$ cat src/txflag_defs.vh
// Register offsets, field positions, reset values and timing for tx flags
`ifndef TXFLAG_DEFS_VH
`define TXFLAG_DEFS_VH
// ----------------------------------------------------------------
// Register byte offsets
// ----------------------------------------------------------------
`define OFS_TX_FIFO 4'h0
`define OFS_STATUS 4'h4
`define OFS_FIFO_CTRL 4'h8
`define OFS_FIFO_COUNT 4'hC
`define OFS_IRQ_STATUS 4'h0
`define OFS_IRQ_MASK 4'h4
`define SPACE_MAIN 1'b0
`define SPACE_IRQ 1'b1
// ----------------------------------------------------------------
// Field positions and reset values
// ----------------------------------------------------------------
`define BIT_TX_END 6
`define BIT_FIFO_EMPTY 5
`define BIT_TRIG_HI 5
`define BIT_TRIG_LO 4
`define IRQ_TX_END 0
`define IRQ_FIFO_EMPTY 1
`define RST_TX_END 1'b1
`define RST_FIFO_EMPTY 1'b1
`define RST_TRIG 2'h0
`define RST_MASK 2'h0
// ----------------------------------------------------------------
// Trigger levels, FIFO and line timing
// ----------------------------------------------------------------
`define TRIG_SEL0 7'h08
`define TRIG_SEL1 7'h04
`define TRIG_SEL2 7'h02
`define TRIG_SEL3 7'h00
`define FIFO_DEPTH 64
`define FIFO_AW 6
`define BIT_CYCLES 16
`define RESP_OKAY 2'h0
`define RESP_SLVERR 2'h2
`endif

$ cat src/tx_fifo_mem.v
// Transmit FIFO storage with a registered read port
`timescale 1ns/1ps
`default_nettype none
module tx_fifo_mem #(
  parameter DW = 8,
  parameter AW = 6
) (
  input wire aclk,
  input wire wr_en,
  input wire [AW-1:0] wr_addr,
  input wire [DW-1:0] wr_data,
  input wire [AW-1:0] rd_addr,
  output reg [DW-1:0] rd_data
);
  reg [DW-1:0] mem [0:(1<<AW)-1];

  always @(posedge aclk)
  begin
    if (wr_en)
      mem[wr_addr] <= wr_data;
    rd_data <= mem[rd_addr];
  end
endmodule
`default_nettype wire

$ cat src/tx_shifter.v
// Transmit shift register: start bit, 8 data bits LSB first, stop bit
`timescale 1ns/1ps
`default_nettype none
`include "txflag_defs.vh"
module tx_shifter #(
  parameter BIT_CYCLES = `BIT_CYCLES
) (
  input wire aclk,
  input wire aresetn,
  input wire load,
  input wire [7:0] load_data,
  output reg busy_r,
  output reg done_r,
  output reg txd_r
);
  reg [9:0] frame_r;
  reg [3:0] bits_r;
  reg [15:0] tick_r;

  always @(posedge aclk)
  begin
    if (!aresetn)
    begin
      busy_r <= 1'b0;
      done_r <= 1'b0;
      txd_r <= 1'b1;
      frame_r <= 10'h3FF;
      bits_r <= 4'h0;
      tick_r <= 16'h0000;
    end
    else
    begin
      done_r <= 1'b0;
      if (!busy_r)
      begin
        if (load)
        begin
          busy_r <= 1'b1;
          frame_r <= {1'b1, load_data, 1'b0};
          txd_r <= 1'b0;
          bits_r <= 4'h0;
          tick_r <= 16'h0000;
        end
      end
      else if (tick_r == BIT_CYCLES - 1)
      begin
        tick_r <= 16'h0000;
        if (bits_r == 4'h9)
        begin
          // Stop bit has fully left the line
          busy_r <= 1'b0;
          done_r <= 1'b1;
          txd_r <= 1'b1;
        end
        else
        begin
          bits_r <= bits_r + 4'h1;
          txd_r <= frame_r[bits_r + 4'h1];
        end
      end
      else
        tick_r <= tick_r + 16'h0001;
    end
  end
endmodule
`default_nettype wire

$ cat src/tx_flags_top.v
// Transmit FIFO, status flags, interrupt and AXI4-Lite register slave
//
// Contract
// RULE1: Transmit-end sets when the last bit has left and the FIFO is empty.
// RULE2: Transmit-end clears whenever software writes a byte to the FIFO.
// RULE3: FIFO-empty sets when a move to the shifter leaves count <= trigger.
// RULE4: FIFO-empty clears on a 0 write after reading 1, if count > trigger.
// RULE5: FIFO-empty is 1 after reset.
// RULE6: The FIFO holds 64 bytes and its count is readable in a register.
// RULE7: Bytes written to a full FIFO are discarded.
// RULE8: The trigger level comes from a two-bit select field in FIFO control.
// RULE9: The oldest byte moves to the idle shifter while the FIFO holds data.
//
// Local design decisions: the AXI4-Lite slave port and the register offsets.
`timescale 1ns/1ps
`default_nettype none
`include "txflag_defs.vh"
module tx_flags_top #(
  parameter DEPTH = `FIFO_DEPTH,
  parameter AW = `FIFO_AW,
  parameter BIT_CYCLES = `BIT_CYCLES
) (
  input wire aclk,
  input wire aresetn,
  input wire [4:0] s_axi_awaddr,
  input wire s_axi_awvalid,
  output reg s_axi_awready,
  input wire [31:0] s_axi_wdata,
  input wire [3:0] s_axi_wstrb,
  input wire s_axi_wvalid,
  output reg s_axi_wready,
  output reg [1:0] s_axi_bresp,
  output reg s_axi_bvalid,
  input wire s_axi_bready,
  input wire [4:0] s_axi_araddr,
  input wire s_axi_arvalid,
  output reg s_axi_arready,
  output reg [31:0] s_axi_rdata,
  output reg [1:0] s_axi_rresp,
  output reg s_axi_rvalid,
  input wire s_axi_rready,
  output wire txd,
  output reg irq_r
);
  // ----------------------------------------------------------------
  // State
  // ----------------------------------------------------------------
  reg [4:0] aw_addr_r;
  localparam [1:0] RST_SEL = `RST_TRIG;
  reg aw_have_r;
  reg [31:0] w_data_r;
  reg [3:0] w_strb_r;
  reg w_have_r;
  reg transmit_end_flag_r;
  reg tx_fifo_empty_flag_r;
  reg empty_seen_r;
  reg tx_trigger_select_hi_r;
  reg tx_trigger_select_lo_r;
  reg [1:0] irq_sts_r;
  reg [1:0] irq_mask_r;
  reg [AW:0] count_r;
  reg [AW-1:0] wr_ptr_r;
  reg [AW-1:0] rd_ptr_r;
  reg fetch_r;
  reg [AW:0] trig;
  reg [31:0] rd_val;
  reg rd_ok;
  reg wr_ok;
  wire do_wr;
  wire fifo_wr;
  wire push;
  wire pop;
  wire start_fetch;
  wire [AW:0] count_nxt;
  wire [7:0] mem_rdata;
  wire sh_busy;
  wire sh_done;
  wire end_set;
  wire empty_set;
  wire empty_clr;
  wire status_wr;
  wire [1:0] irq_ev;

  // ----------------------------------------------------------------
  // Write decode
  // ----------------------------------------------------------------
  assign do_wr = aw_have_r & w_have_r & ~s_axi_bvalid;
  assign fifo_wr = do_wr & (aw_addr_r[4] == `SPACE_MAIN) &
    (aw_addr_r[3:0] == `OFS_TX_FIFO) & w_strb_r[0];
  assign status_wr = do_wr & (aw_addr_r[4] == `SPACE_MAIN) &
    (aw_addr_r[3:0] == `OFS_STATUS) & w_strb_r[0];
  // A full FIFO silently drops the byte; the bus still answers OKAY
  assign push = fifo_wr & (count_r != DEPTH[AW:0]); // RULE7

  always @*
  begin
    wr_ok = 1'b0;
    if (aw_addr_r[4] == `SPACE_MAIN)
      wr_ok = (aw_addr_r[1:0] == 2'b00);
    else
      wr_ok = (aw_addr_r[3:0] == `OFS_IRQ_STATUS) ||
        (aw_addr_r[3:0] == `OFS_IRQ_MASK);
  end

  // ----------------------------------------------------------------
  // Trigger level
  // ----------------------------------------------------------------
  always @*
  begin
    case ({tx_trigger_select_hi_r, tx_trigger_select_lo_r}) // RULE8
      2'b00: trig = `TRIG_SEL0;
      2'b01: trig = `TRIG_SEL1;
      2'b10: trig = `TRIG_SEL2;
      2'b11: trig = `TRIG_SEL3;
      default: trig = `TRIG_SEL0;
    endcase
  end

  // ----------------------------------------------------------------
  // FIFO and transfer to the shifter
  // ----------------------------------------------------------------
  // One cycle fetch lets the registered memory read settle before load
  assign start_fetch = ~sh_busy & ~fetch_r & (count_r != {(AW+1){1'b0}});
  assign pop = fetch_r; // RULE9
  assign count_nxt = count_r + {{AW{1'b0}}, push} - {{AW{1'b0}}, pop};

  always @(posedge aclk)
  begin
    if (!aresetn)
    begin
      count_r <= {(AW+1){1'b0}};
      wr_ptr_r <= {AW{1'b0}};
      rd_ptr_r <= {AW{1'b0}};
      fetch_r <= 1'b0;
    end
    else
    begin
      count_r <= count_nxt; // RULE6
      fetch_r <= start_fetch;
      if (push)
        wr_ptr_r <= wr_ptr_r + {{(AW-1){1'b0}}, 1'b1};
      if (pop)
        rd_ptr_r <= rd_ptr_r + {{(AW-1){1'b0}}, 1'b1}; // RULE9
    end
  end

  tx_fifo_mem #(
    .DW(8),
    .AW(AW)
  ) u_mem (
    .aclk(aclk),
    .wr_en(push),
    .wr_addr(wr_ptr_r),
    .wr_data(w_data_r[7:0]),
    .rd_addr(rd_ptr_r),
    .rd_data(mem_rdata)
  );

  tx_shifter #(
    .BIT_CYCLES(BIT_CYCLES)
  ) u_shift (
    .aclk(aclk),
    .aresetn(aresetn),
    .load(pop),
    .load_data(mem_rdata),
    .busy_r(sh_busy),
    .done_r(sh_done),
    .txd_r(txd)
  );

  // ----------------------------------------------------------------
  // Status flags
  // ----------------------------------------------------------------
  // A byte written in the same cycle means data is present, so no set
  assign end_set = sh_done & (count_r == {(AW+1){1'b0}}) & ~fetch_r &
    ~fifo_wr; // RULE1
  assign empty_set = pop & (count_nxt <= trig); // RULE3
  assign empty_clr = status_wr & ~w_data_r[`BIT_FIFO_EMPTY] &
    empty_seen_r & (count_r > trig); // RULE4
  assign irq_ev = {empty_set & ~tx_fifo_empty_flag_r,
    end_set & ~transmit_end_flag_r};

  always @(posedge aclk)
  begin
    if (!aresetn)
    begin
      transmit_end_flag_r <= `RST_TX_END;
      tx_fifo_empty_flag_r <= `RST_FIFO_EMPTY; // RULE5
      empty_seen_r <= 1'b0;
    end
    else
    begin
      if (end_set)
        transmit_end_flag_r <= 1'b1; // RULE1
      else if (fifo_wr)
        transmit_end_flag_r <= 1'b0; // RULE2
      // Hardware set wins over the software clear
      if (empty_set)
        tx_fifo_empty_flag_r <= 1'b1; // RULE3
      else if (empty_clr)
        tx_fifo_empty_flag_r <= 1'b0; // RULE4
      if (empty_clr || empty_set || status_wr)
        empty_seen_r <= 1'b0;
      else if (s_axi_arvalid && s_axi_arready &&
        s_axi_araddr[4] == `SPACE_MAIN &&
        s_axi_araddr[3:0] == `OFS_STATUS && tx_fifo_empty_flag_r)
        empty_seen_r <= 1'b1; // RULE4
    end
  end

  // ----------------------------------------------------------------
  // Control, interrupt status and mask
  // ----------------------------------------------------------------
  always @(posedge aclk)
  begin
    if (!aresetn)
    begin
      tx_trigger_select_hi_r <= RST_SEL[1];
      tx_trigger_select_lo_r <= RST_SEL[0];
      irq_sts_r <= 2'h0;
      irq_mask_r <= `RST_MASK;
      irq_r <= 1'b0;
    end
    else
    begin
      if (do_wr && w_strb_r[0] && aw_addr_r[4] == `SPACE_MAIN &&
        aw_addr_r[3:0] == `OFS_FIFO_CTRL)
      begin
        tx_trigger_select_hi_r <= w_data_r[`BIT_TRIG_HI]; // RULE8
        tx_trigger_select_lo_r <= w_data_r[`BIT_TRIG_LO]; // RULE8
      end
      if (do_wr && w_strb_r[0] && aw_addr_r[4] == `SPACE_IRQ &&
        aw_addr_r[3:0] == `OFS_IRQ_MASK)
        irq_mask_r <= w_data_r[1:0];
      // New events win over a write-one clear in the same cycle
      if (do_wr && w_strb_r[0] && aw_addr_r[4] == `SPACE_IRQ &&
        aw_addr_r[3:0] == `OFS_IRQ_STATUS)
        irq_sts_r <= (irq_sts_r & ~w_data_r[1:0]) | irq_ev;
      else
        irq_sts_r <= irq_sts_r | irq_ev;
      irq_r <= |(irq_sts_r & irq_mask_r);
    end
  end

  // ----------------------------------------------------------------
  // AXI4-Lite write channel
  // ----------------------------------------------------------------
  always @(posedge aclk)
  begin
    if (!aresetn)
    begin
      s_axi_awready <= 1'b1;
      s_axi_wready <= 1'b1;
      s_axi_bvalid <= 1'b0;
      s_axi_bresp <= `RESP_OKAY;
      aw_have_r <= 1'b0;
      w_have_r <= 1'b0;
      aw_addr_r <= 5'h00;
      w_data_r <= 32'h00000000;
      w_strb_r <= 4'h0;
    end
    else
    begin
      if (s_axi_awvalid && s_axi_awready)
      begin
        aw_addr_r <= s_axi_awaddr;
        aw_have_r <= 1'b1;
        s_axi_awready <= 1'b0;
      end
      if (s_axi_wvalid && s_axi_wready)
      begin
        w_data_r <= s_axi_wdata;
        w_strb_r <= s_axi_wstrb;
        w_have_r <= 1'b1;
        s_axi_wready <= 1'b0;
      end
      if (do_wr)
      begin
        s_axi_bvalid <= 1'b1;
        s_axi_bresp <= wr_ok ? `RESP_OKAY : `RESP_SLVERR;
        aw_have_r <= 1'b0;
        w_have_r <= 1'b0;
      end
      if (s_axi_bvalid && s_axi_bready)
      begin
        s_axi_bvalid <= 1'b0;
        s_axi_awready <= 1'b1;
        s_axi_wready <= 1'b1;
      end
    end
  end

  // ----------------------------------------------------------------
  // AXI4-Lite read channel
  // ----------------------------------------------------------------
  always @*
  begin
    rd_val = 32'h00000000;
    rd_ok = 1'b1;
    if (s_axi_araddr[4] == `SPACE_MAIN)
    begin
      case (s_axi_araddr[3:0])
        `OFS_TX_FIFO: rd_val = 32'h00000000;
        `OFS_STATUS:
        begin
          rd_val[`BIT_TX_END] = transmit_end_flag_r;
          rd_val[`BIT_FIFO_EMPTY] = tx_fifo_empty_flag_r;
        end
        `OFS_FIFO_CTRL:
        begin
          rd_val[`BIT_TRIG_HI] = tx_trigger_select_hi_r;
          rd_val[`BIT_TRIG_LO] = tx_trigger_select_lo_r;
        end
        `OFS_FIFO_COUNT: rd_val[AW:0] = count_r; // RULE6
        default: rd_ok = 1'b0;
      endcase
    end
    else
    begin
      case (s_axi_araddr[3:0])
        `OFS_IRQ_STATUS: rd_val[1:0] = irq_sts_r;
        `OFS_IRQ_MASK: rd_val[1:0] = irq_mask_r;
        default: rd_ok = 1'b0;
      endcase
    end
  end

  always @(posedge aclk)
  begin
    if (!aresetn)
    begin
      s_axi_arready <= 1'b1;
      s_axi_rvalid <= 1'b0;
      s_axi_rdata <= 32'h00000000;
      s_axi_rresp <= `RESP_OKAY;
    end
    else
    begin
      if (s_axi_arvalid && s_axi_arready)
      begin
        s_axi_arready <= 1'b0;
        s_axi_rvalid <= 1'b1;
        s_axi_rdata <= rd_ok ? rd_val : 32'h00000000;
        s_axi_rresp <= rd_ok ? `RESP_OKAY : `RESP_SLVERR;
      end
      else if (s_axi_rvalid && s_axi_rready)
      begin
        s_axi_rvalid <= 1'b0;
        s_axi_arready <= 1'b1;
      end
    end
  end
endmodule
`default_nettype wire

$ cat config.mk
export PLATFORM = sky130hd
export DESIGN_NAME = tx_flags_top
export DESIGN_NICKNAME = d
export VERILOG_FILES = /design/src/tx_fifo_mem.v /design/src/tx_shifter.v /design/src/tx_flags_top.v
export VERILOG_INCLUDE_DIRS = /design/src /design/src/src
export SDC_FILE = /design/constraint.sdc
export NUM_CORES = 1
export LEC_CHECK = 0
export BUFFER_PORTS_ARGS = -buffer_cell sky130_fd_sc_hd__buf_2
export CAP_MARGIN = 15
export CORE_MARGIN = 2
export CORE_UTILIZATION = 61
export CTS_CLUSTER_DIAMETER = 150
export DETAILED_ROUTE_END_ITERATION = 6
export PLACE_DENSITY_LB_ADDON = 0.15
export SYNTH_ARGS = -nofsm -noshare
export SYNTH_HDL_FRONTEND = slang
export SYNTH_HIERARCHICAL = 1
export SYNTH_SLANG_ARGS = --single-unit
$ cat constraint.sdc
create_clock -name aclk -period 4.19 [get_ports aclk]
set_input_delay 0.838 -clock aclk [delete_from_list [all_inputs] [get_ports aclk]]
set_output_delay 0.838 -clock aclk [all_outputs]
set_load 0.03 [all_outputs]
# Yosys cells after proc, flatten, opt, wreduce, memory -nomap -nowiden

Memory sizes are Yosys's and may differ from the RTL's. A register that Yosys moved wholly into a read port is not among the register bits.
Cells that the tools add are included.

Add/sub/neg operators: 6
Magnitude comparators: 3
Eq/ne operators: 13
Muxes and demuxes: 40
Bitwise operators: 34
Reductions and logical operators: 37

Operators by type and width:

| cell                                           | count |
|---|---|
| 2-to-1 mux 16 bit                              | 3 |
| 2-to-1 mux 32 bit                              | 1 |
| case mux 7 bit (4 select lines)                | 1 |
| 2-to-1 mux 1 bit                               | 20 |
| 2-to-1 mux 4 bit                               | 5 |
| bitwise AND 1 bit                              | 19 |
| adder 16 x 1 -> 16 bit, second input constant  | 1 |
| == test 16 x 4 -> 1 bit, second input constant | 1 |
| == test 4 bit, second input constant           | 4 |
| logical AND 1 bit                              | 14 |
| OR reduction 2 bit                             | 7 |
| adder 6 x 1 -> 6 bit, second input constant    | 2 |
| NOT 1 bit                                      | 10 |
| == test 4 x 3 -> 1 bit, second input constant  | 2 |
| zero test 4 bit                                | 2 |
| 2-to-1 mux 2 bit                               | 4 |
| adder 7 x 1 -> 7 bit                           | 1 |
| greater-than comparator 7 bit                  | 1 |
| <= comparator 7 bit                            | 1 |
| zero test 7 bit                                | 1 |
| inequality test 7 bit, second input constant   | 1 |
| nonzero test 7 bit                             | 1 |
| subtractor 7 x 1 -> 7 bit                      | 1 |
| AND reduction 3 bit                            | 2 |
| other kinds (18)                               | 28 |

Register bits after elaboration: 119
Memory bits (writable): 512
Output and inout bits: 43
Memories: 1

Memory list:

| name      | depth | width | rd ports | clocked after Yosys merged registers in | wr ports | line             | source |
|---|---|---|---|---|---|---|---|
| u_mem.mem | 64    | 8     | 1        | 1                                       | 1        | tx_fifo_mem.v:15 | `reg [DW-1:0] mem [0:(1<<AW)-1];` |

# Longest topological paths before layout

Depth after elaboration: 13
Mapped depth: 16
Depth with buffers taken out: 16

# Hierarchy

Netlist, hierarchy kept.

By module, submodules not included:

| module       | instances | cells each | area an instance (um^2) | sequential area each (um^2) |
|---|---|---|---|---|
| tx_fifo_mem  | 1         | 940        | 20,166.8                | 15,534.9 |
| tx_flags_top | 1         | 357        | 3,051.7                 | 1,201.2 |
| tx_shifter   | 1         | 191        | 1,597.8                 | 640.6 |

# Worst setup path before layout

Ideal clock, no wire load.

Path kind: reg-to-reg
Start: register aw_addr_r[0]
End: register empty_seen_r
Setup time: 115 ps
Arrival time: 3,323 ps
Slack: 751 ps
Stages on the path, launching flop included: 15
Path buffers: 0
Clock period less this slack: 3,439 ps
Path through: dfxtp_1 or4_4 nor3_4 nand2_1 ha_1 inv_1 ha_1 fa_1 xor2_1 ha_1 nor2b_1 nor3_1 o21a_1 nand4_1 and3_1

Cells in the longest elaborated chain, start to end: 11
Elaborated cells between the ends (all ways): 17
Classes of those cells: 2 x add/sub; 1 x order compare; 1 x eq/ne; 9 x bitwise; 4 x reduce/logical

RTL lines:

| element                         | line               | source |
|---|---|---|
| start, declared                 | tx_flags_top.v:48  | `reg [4:0] aw_addr_r;` |
| start signal, assigned          | tx_flags_top.v:266 | `aw_addr_r <= s_axi_awaddr;` |
| zero test 4 bit (no line)       | -                  |  |
| bitwise AND 1 bit (2 in series) | tx_flags_top.v:88  | `` assign fifo_wr = do_wr & (aw_addr_r[4] == `SPACE_MAIN) & `` |
| bitwise AND 1 bit               | tx_flags_top.v:93  | `assign push = fifo_wr & (count_r != DEPTH[AW:0]);` |
| adder 7 x 1 -> 7 bit            | tx_flags_top.v:125 | `assign count_nxt = count_r + {{AW{1'b0}}, push} - {{AW{1'b0}}, pop};` |
| subtractor 7 x 1 -> 7 bit       | tx_flags_top.v:125 |  |
| named net count_nxt[2]          | tx_flags_top.v:74  | `wire [AW:0] count_nxt;` |
| <= comparator 7 bit             | tx_flags_top.v:177 | `assign empty_set = pop & (count_nxt <= trig);` |
| bitwise AND 1 bit               | tx_flags_top.v:177 |  |
| logical OR 1 bit (2 in series)  | tx_flags_top.v:202 | `if (empty_clr \|\| empty_set \|\| status_wr)` |
| OR reduction 2 bit (no line)    | -                  |  |
| end signal, assigned            | tx_flags_top.v:189 | `empty_seen_r <= 1'b0;` |
| end signal, assigned            | tx_flags_top.v:203 | `empty_seen_r <= 1'b0;` |
| end signal, assigned            | tx_flags_top.v:207 | `empty_seen_r <= 1'b1;` |
| end, declared                   | tx_flags_top.v:56  | `reg empty_seen_r;` |

The timed path passes the listed nets, and every way through them passes these cells.
A chain may end at the register's enable or synchronous reset.

# Worst setup path after layout

Start: register aw_addr_r[0]
End: register empty_seen_r

Cells in the longest elaborated chain, start to end: 11
Elaborated cells between the ends (all ways): 17
Classes of those cells: 2 x add/sub; 1 x order compare; 1 x eq/ne; 9 x bitwise; 4 x reduce/logical

RTL lines:

| element                         | line |
|---|---|
| zero test 4 bit (no line)       | - |
| bitwise AND 1 bit (2 in series) | tx_flags_top.v:88 |
| bitwise AND 1 bit               | tx_flags_top.v:93 |
| adder 7 x 1 -> 7 bit            | tx_flags_top.v:125 |
| subtractor 7 x 1 -> 7 bit       | tx_flags_top.v:125 |
| <= comparator 7 bit             | tx_flags_top.v:177 |
| bitwise AND 1 bit               | tx_flags_top.v:177 |
| logical OR 1 bit                | tx_flags_top.v:202 |
| logical OR 1 bit *              | tx_flags_top.v:202 |
| OR reduction 2 bit (no line) *  | - |

Every way passes the cells marked *; elsewhere a longest branch is shown, timed or not.

==> results.sh <==
export IMPL_outcome="complete, no violations"
export IMPL_die_area_um2=42300
export IMPL_wl_met2_mm=25.6
export IMPL_post_cts_resized=0
export IMPL_htreeDepth=2
export IMPL_cp_slowest_cell="or4_4"
export IMPL_antenna_cells=0
export IMPL_leakagePower_nw=8.96
export IMPL_route_detailed_drc=0
export IMPL_routed_wl_mm=52.7
export IMPL_worstSetupEndpoint="empty_seen_r$_SDFFE_PP0P_"
export IMPL_tightestPinTransition_ns=1.09
export IMPL_fin_crit_sh_pct=87.8
export IMPL_synth_cell_types=75
export IMPL_routed_top_layer="met4"
export IMPL_avgSynthCellArea_um2=16.7
export IMPL_worst_setup_path_type="register to register"
export IMPL_die_w_um=206
export IMPL_grt_overflow=0
export IMPL_ff_latch_area_um2=17400
export IMPL_multi_input_area_um2=6870
export IMPL_syn_cell_area_um2=24800
export IMPL_finalNonFillerCells=2158
export IMPL_wl_per_cell_um=24.4
export IMPL_final_nets=1657
export IMPL_yosys_register_bits=612
export IMPL_peakVddDrop_mv=0.390
export IMPL_hold_violations=0
export IMPL_post_route_cells_drive_above_1_share_pct=22.2
export IMPL_cts_buffer_depth=3
export IMPL_wl_met3_mm=3.15
export IMPL_hold_path_class="primary input to register"
export IMPL_die_y_um=206
export IMPL_track_usage_pct=25.8
export IMPL_async_reset_ff_share_pct=0
export IMPL_utilization_pct=69.3
export IMPL_post_cts_buffers=0
export IMPL_worstPathCellList="or4_4 -> nor3_4 -> nand2_1 -> ha_1 -> inv_1 -> ha_1 -> fa_1 -> a211o_1 -> and3_1 -> o311ai_1 -> nand4_1 -> and3_1"
export IMPL_worstPathArrival_ns=4.18
export IMPL_synthCells=1488
export IMPL_drt_first_pass_iters=7
export IMPL_grt_max_degree=68
export IMPL_placed_area_um2=25700
export IMPL_cts_tree="done"
export IMPL_power_density_nw_per_um2=531
export IMPL_clk_latency_ns=0.62
export IMPL_ant_nets=0
export IMPL_antenna_found_initial=0
export IMPL_path_clk_slew_ns=0.06
export IMPL_cp_slowest_stage_delay_ns=0.57
export IMPL_start_util_pct=62.2
export IMPL_io_pins=96
export IMPL_cp_start_kind="register"
export IMPL_period_needed_ns=3.68
export IMPL_n_fill_cell=2535
export IMPL_post_place_cells=2045
export IMPL_synth_ff_type="edfxtp_1"
export IMPL_drv_cap=0
export IMPL_yosysSeqAreaShare_pct=70.0
export IMPL_gp_congestion=0.833
export IMPL_cp_end_kind="register"
export IMPL_setup_viol=0
export IMPL_core_region_area_um2=39900
export IMPL_drt_iter0_markers=1430
export IMPL_fin_total_pwr_mw=14.7
export IMPL_clkSinkCount=612
export IMPL_rsz0062_at_grt="false"
export IMPL_area_growth_pct=11.5
export IMPL_tns_ns=0
export IMPL_slew_viol_final=0
export IMPL_synth_warnings=6
export IMPL_cts_root_buf="clkbuf_16"
export IMPL_slew_limit_headroom_pct=27.0
export IMPL_viasPerCell=6.35
export IMPL_port_buffers=41
export IMPL_r2r_end="empty_seen_r$_SDFFE_PP0P_"
export IMPL_clock_skew_ns=0.0176
export IMPL_hpwl_mm=32.1
export IMPL_postCtsHoldBufs=0
export IMPL_vias=13700
export IMPL_reg2reg_from="aw_addr_r[0]$_SDFFE_PN0P_"
export IMPL_timing_fmax_ghz=0.272
export IMPL_grt_pass1_wl_mm=80.5
export IMPL_required_ns=4.69
export IMPL_routedLengthMet1_mm=22.4
export IMPL_synth_edf_count=512
export IMPL_r2r_slack_ns=0.51
export IMPL_setup_slack_ns=0.509
export IMPL_cp_max_fo=5
export IMPL_rr_worst_depth=12
export IMPL_numCtsBuffers=59
export IMPL_design_area_um2=27700
export IMPL_holdWs_ns=0.440
export IMPL_grt_pass1_vias=13400
export IMPL_rows=73
export IMPL_critPathLaunch="aw_addr_r[0]$_SDFFE_PN0P_"
export IMPL_preCtsSetupSlack_ns=0.524
==> layer usage <==
| metal | vias up | GRT usage [%] |
|---|---|---|
| met2 | 485 | 41.3 |
| met5 | - | 0 |
| met4 | 0 | 8.48 |
| met1 | 7108 | 37.3 |
| li1 | 6002 | - |
| met3 | 100 | 3.50 |
==> kinds of logic (layout without fill, tap and decap cells) <==
logic type      count (synthesis)  count (layout)  share of synthesized area [%]
simple gates                  393             393                           7.83
flops                         612             612                           70.0
mux                           173             173                           13.5
buf+inv                       117             236                           2.70
compound gates                153             153                           4.19
other cells                     1              27                         0.0151
xor+xnor                       17              17                          0.600
fa+ha+maj                      22              22                           1.14
==> Yosys cell counts, types with 16 or more instances <==
cell type | number | share of area, %
clkbuf_1 | 28 | 0.42
nand2_1 | 89 | 1.3
nor3_1 | 16 | 0.32
edfxtp_1 | 512 | 62
nor2_1 | 128 | 1.9
nand3_1 | 47 | 0.95
mux2i_1 | 31 | 1.3
a21oi_1 | 40 | 0.81
mux4_2 | 128 | 12
dfxtp_1 | 100 | 8.1
nor2b_1 | 22 | 0.55
inv_1 | 23 | 0.35
o21ai_0 | 18 | 0.36
buf_4 | 40 | 1.2
ha_1 | 21 | 1.1
==> layout make-up <==
cell class	count	share of cell area, %
repair buffers	101	2.60
flip-flops and latches	612	62.9
clock inverters	40	1.05
well taps	525	2.38
clock buffers	72	5.93
multi-input cells	785	24.8
inverters	23	0.312
==> worst min path at each step <==
stage                                          from                         endpoint  slack (ns)  depth (start not counted)
final                                  s_axi_wvalid        s_axi_wready$_SDFFE_PP1P_        0.44                          2
after floorplan           u_shift/busy_r$_SDFF_PN0_               fetch_r$_SDFF_PN0_        0.39                          1
after global placement     u_mem/rd_data[1]$_DFF_P_  u_shift/frame_r[2]$_SDFFE_PN1P_        0.43                          2
after detailed placement   u_mem/rd_data[5]$_DFF_P_  u_shift/frame_r[6]$_SDFFE_PN1P_        0.43                          2
after global routing                   s_axi_wvalid        s_axi_wready$_SDFFE_PP1P_        0.45                          2
after CTS                              s_axi_wvalid        s_axi_wready$_SDFFE_PP1P_        0.41                          2
==> cells in the final DEF (no fill, tap or decap), types with 6 or more instances in the layout <==
master / instances
mux2_2: 14
o21a_1: 6
conb_1: 27
nand2_1: 89
a22oi_1: 9
edfxtp_1: 512
nand4_1: 13
clkinv_2: 9
inv_1: 23
ha_1: 21
nor4_1: 8
a21oi_1: 40
clkbuf_16: 63
a221oi_1: 7
clkbuf_1: 6
xor2_1: 11
o22ai_1: 8
mux4_2: 128
mux2i_1: 31
buf_2: 41
clkinv_1: 18
nor2b_1: 22
xnor2_1: 6
a211oi_1: 8
o21ai_0: 18
and3_1: 7
nor3_1: 16
nor2_1: 128
dfxtp_1: 88
buf_4: 55
nand2b_1: 14
nand3_1: 47
dfxtp_2: 9
o221ai_1: 8
and2_1: 11
==> worst max-delay path, delay by kind of cell, from the launching register on <==
kind,cells,cell delay [ns]
and+or+nand+nor,6,1.53
DFF,1,0.34
AOI/OAI and AO/OA,2,0.69
adders and majority gates,3,0.97
buffers and inverters,1,0.04
==> where the power goes <==
part           leakage, nW  switching (mW)  total, mW  internal, mW
Clock                0.943            2.22       5.19          2.97
Combinational         2.57            1.35       2.58          1.23
Sequential            5.45           0.207       6.93          6.73
Total                 8.96            3.77       14.7          10.9
==> state kept, by name, indices dropped and copies added, names as in the netlist, 2 cells and up <==
name / flops
u_shift/frame_r: 9
u_mem/mem: 512
irq_mask_r: 2
aw_addr_r: 5
u_shift/bits_r: 4
u_shift/tick_r: 16
rd_ptr_r: 6
count_r: 7
wr_ptr_r: 6
irq_sts_r: 2
u_mem/rd_data: 8
s_axi_rdata: 7
w_data_r: 8
(Power assumes the default switching activity.)
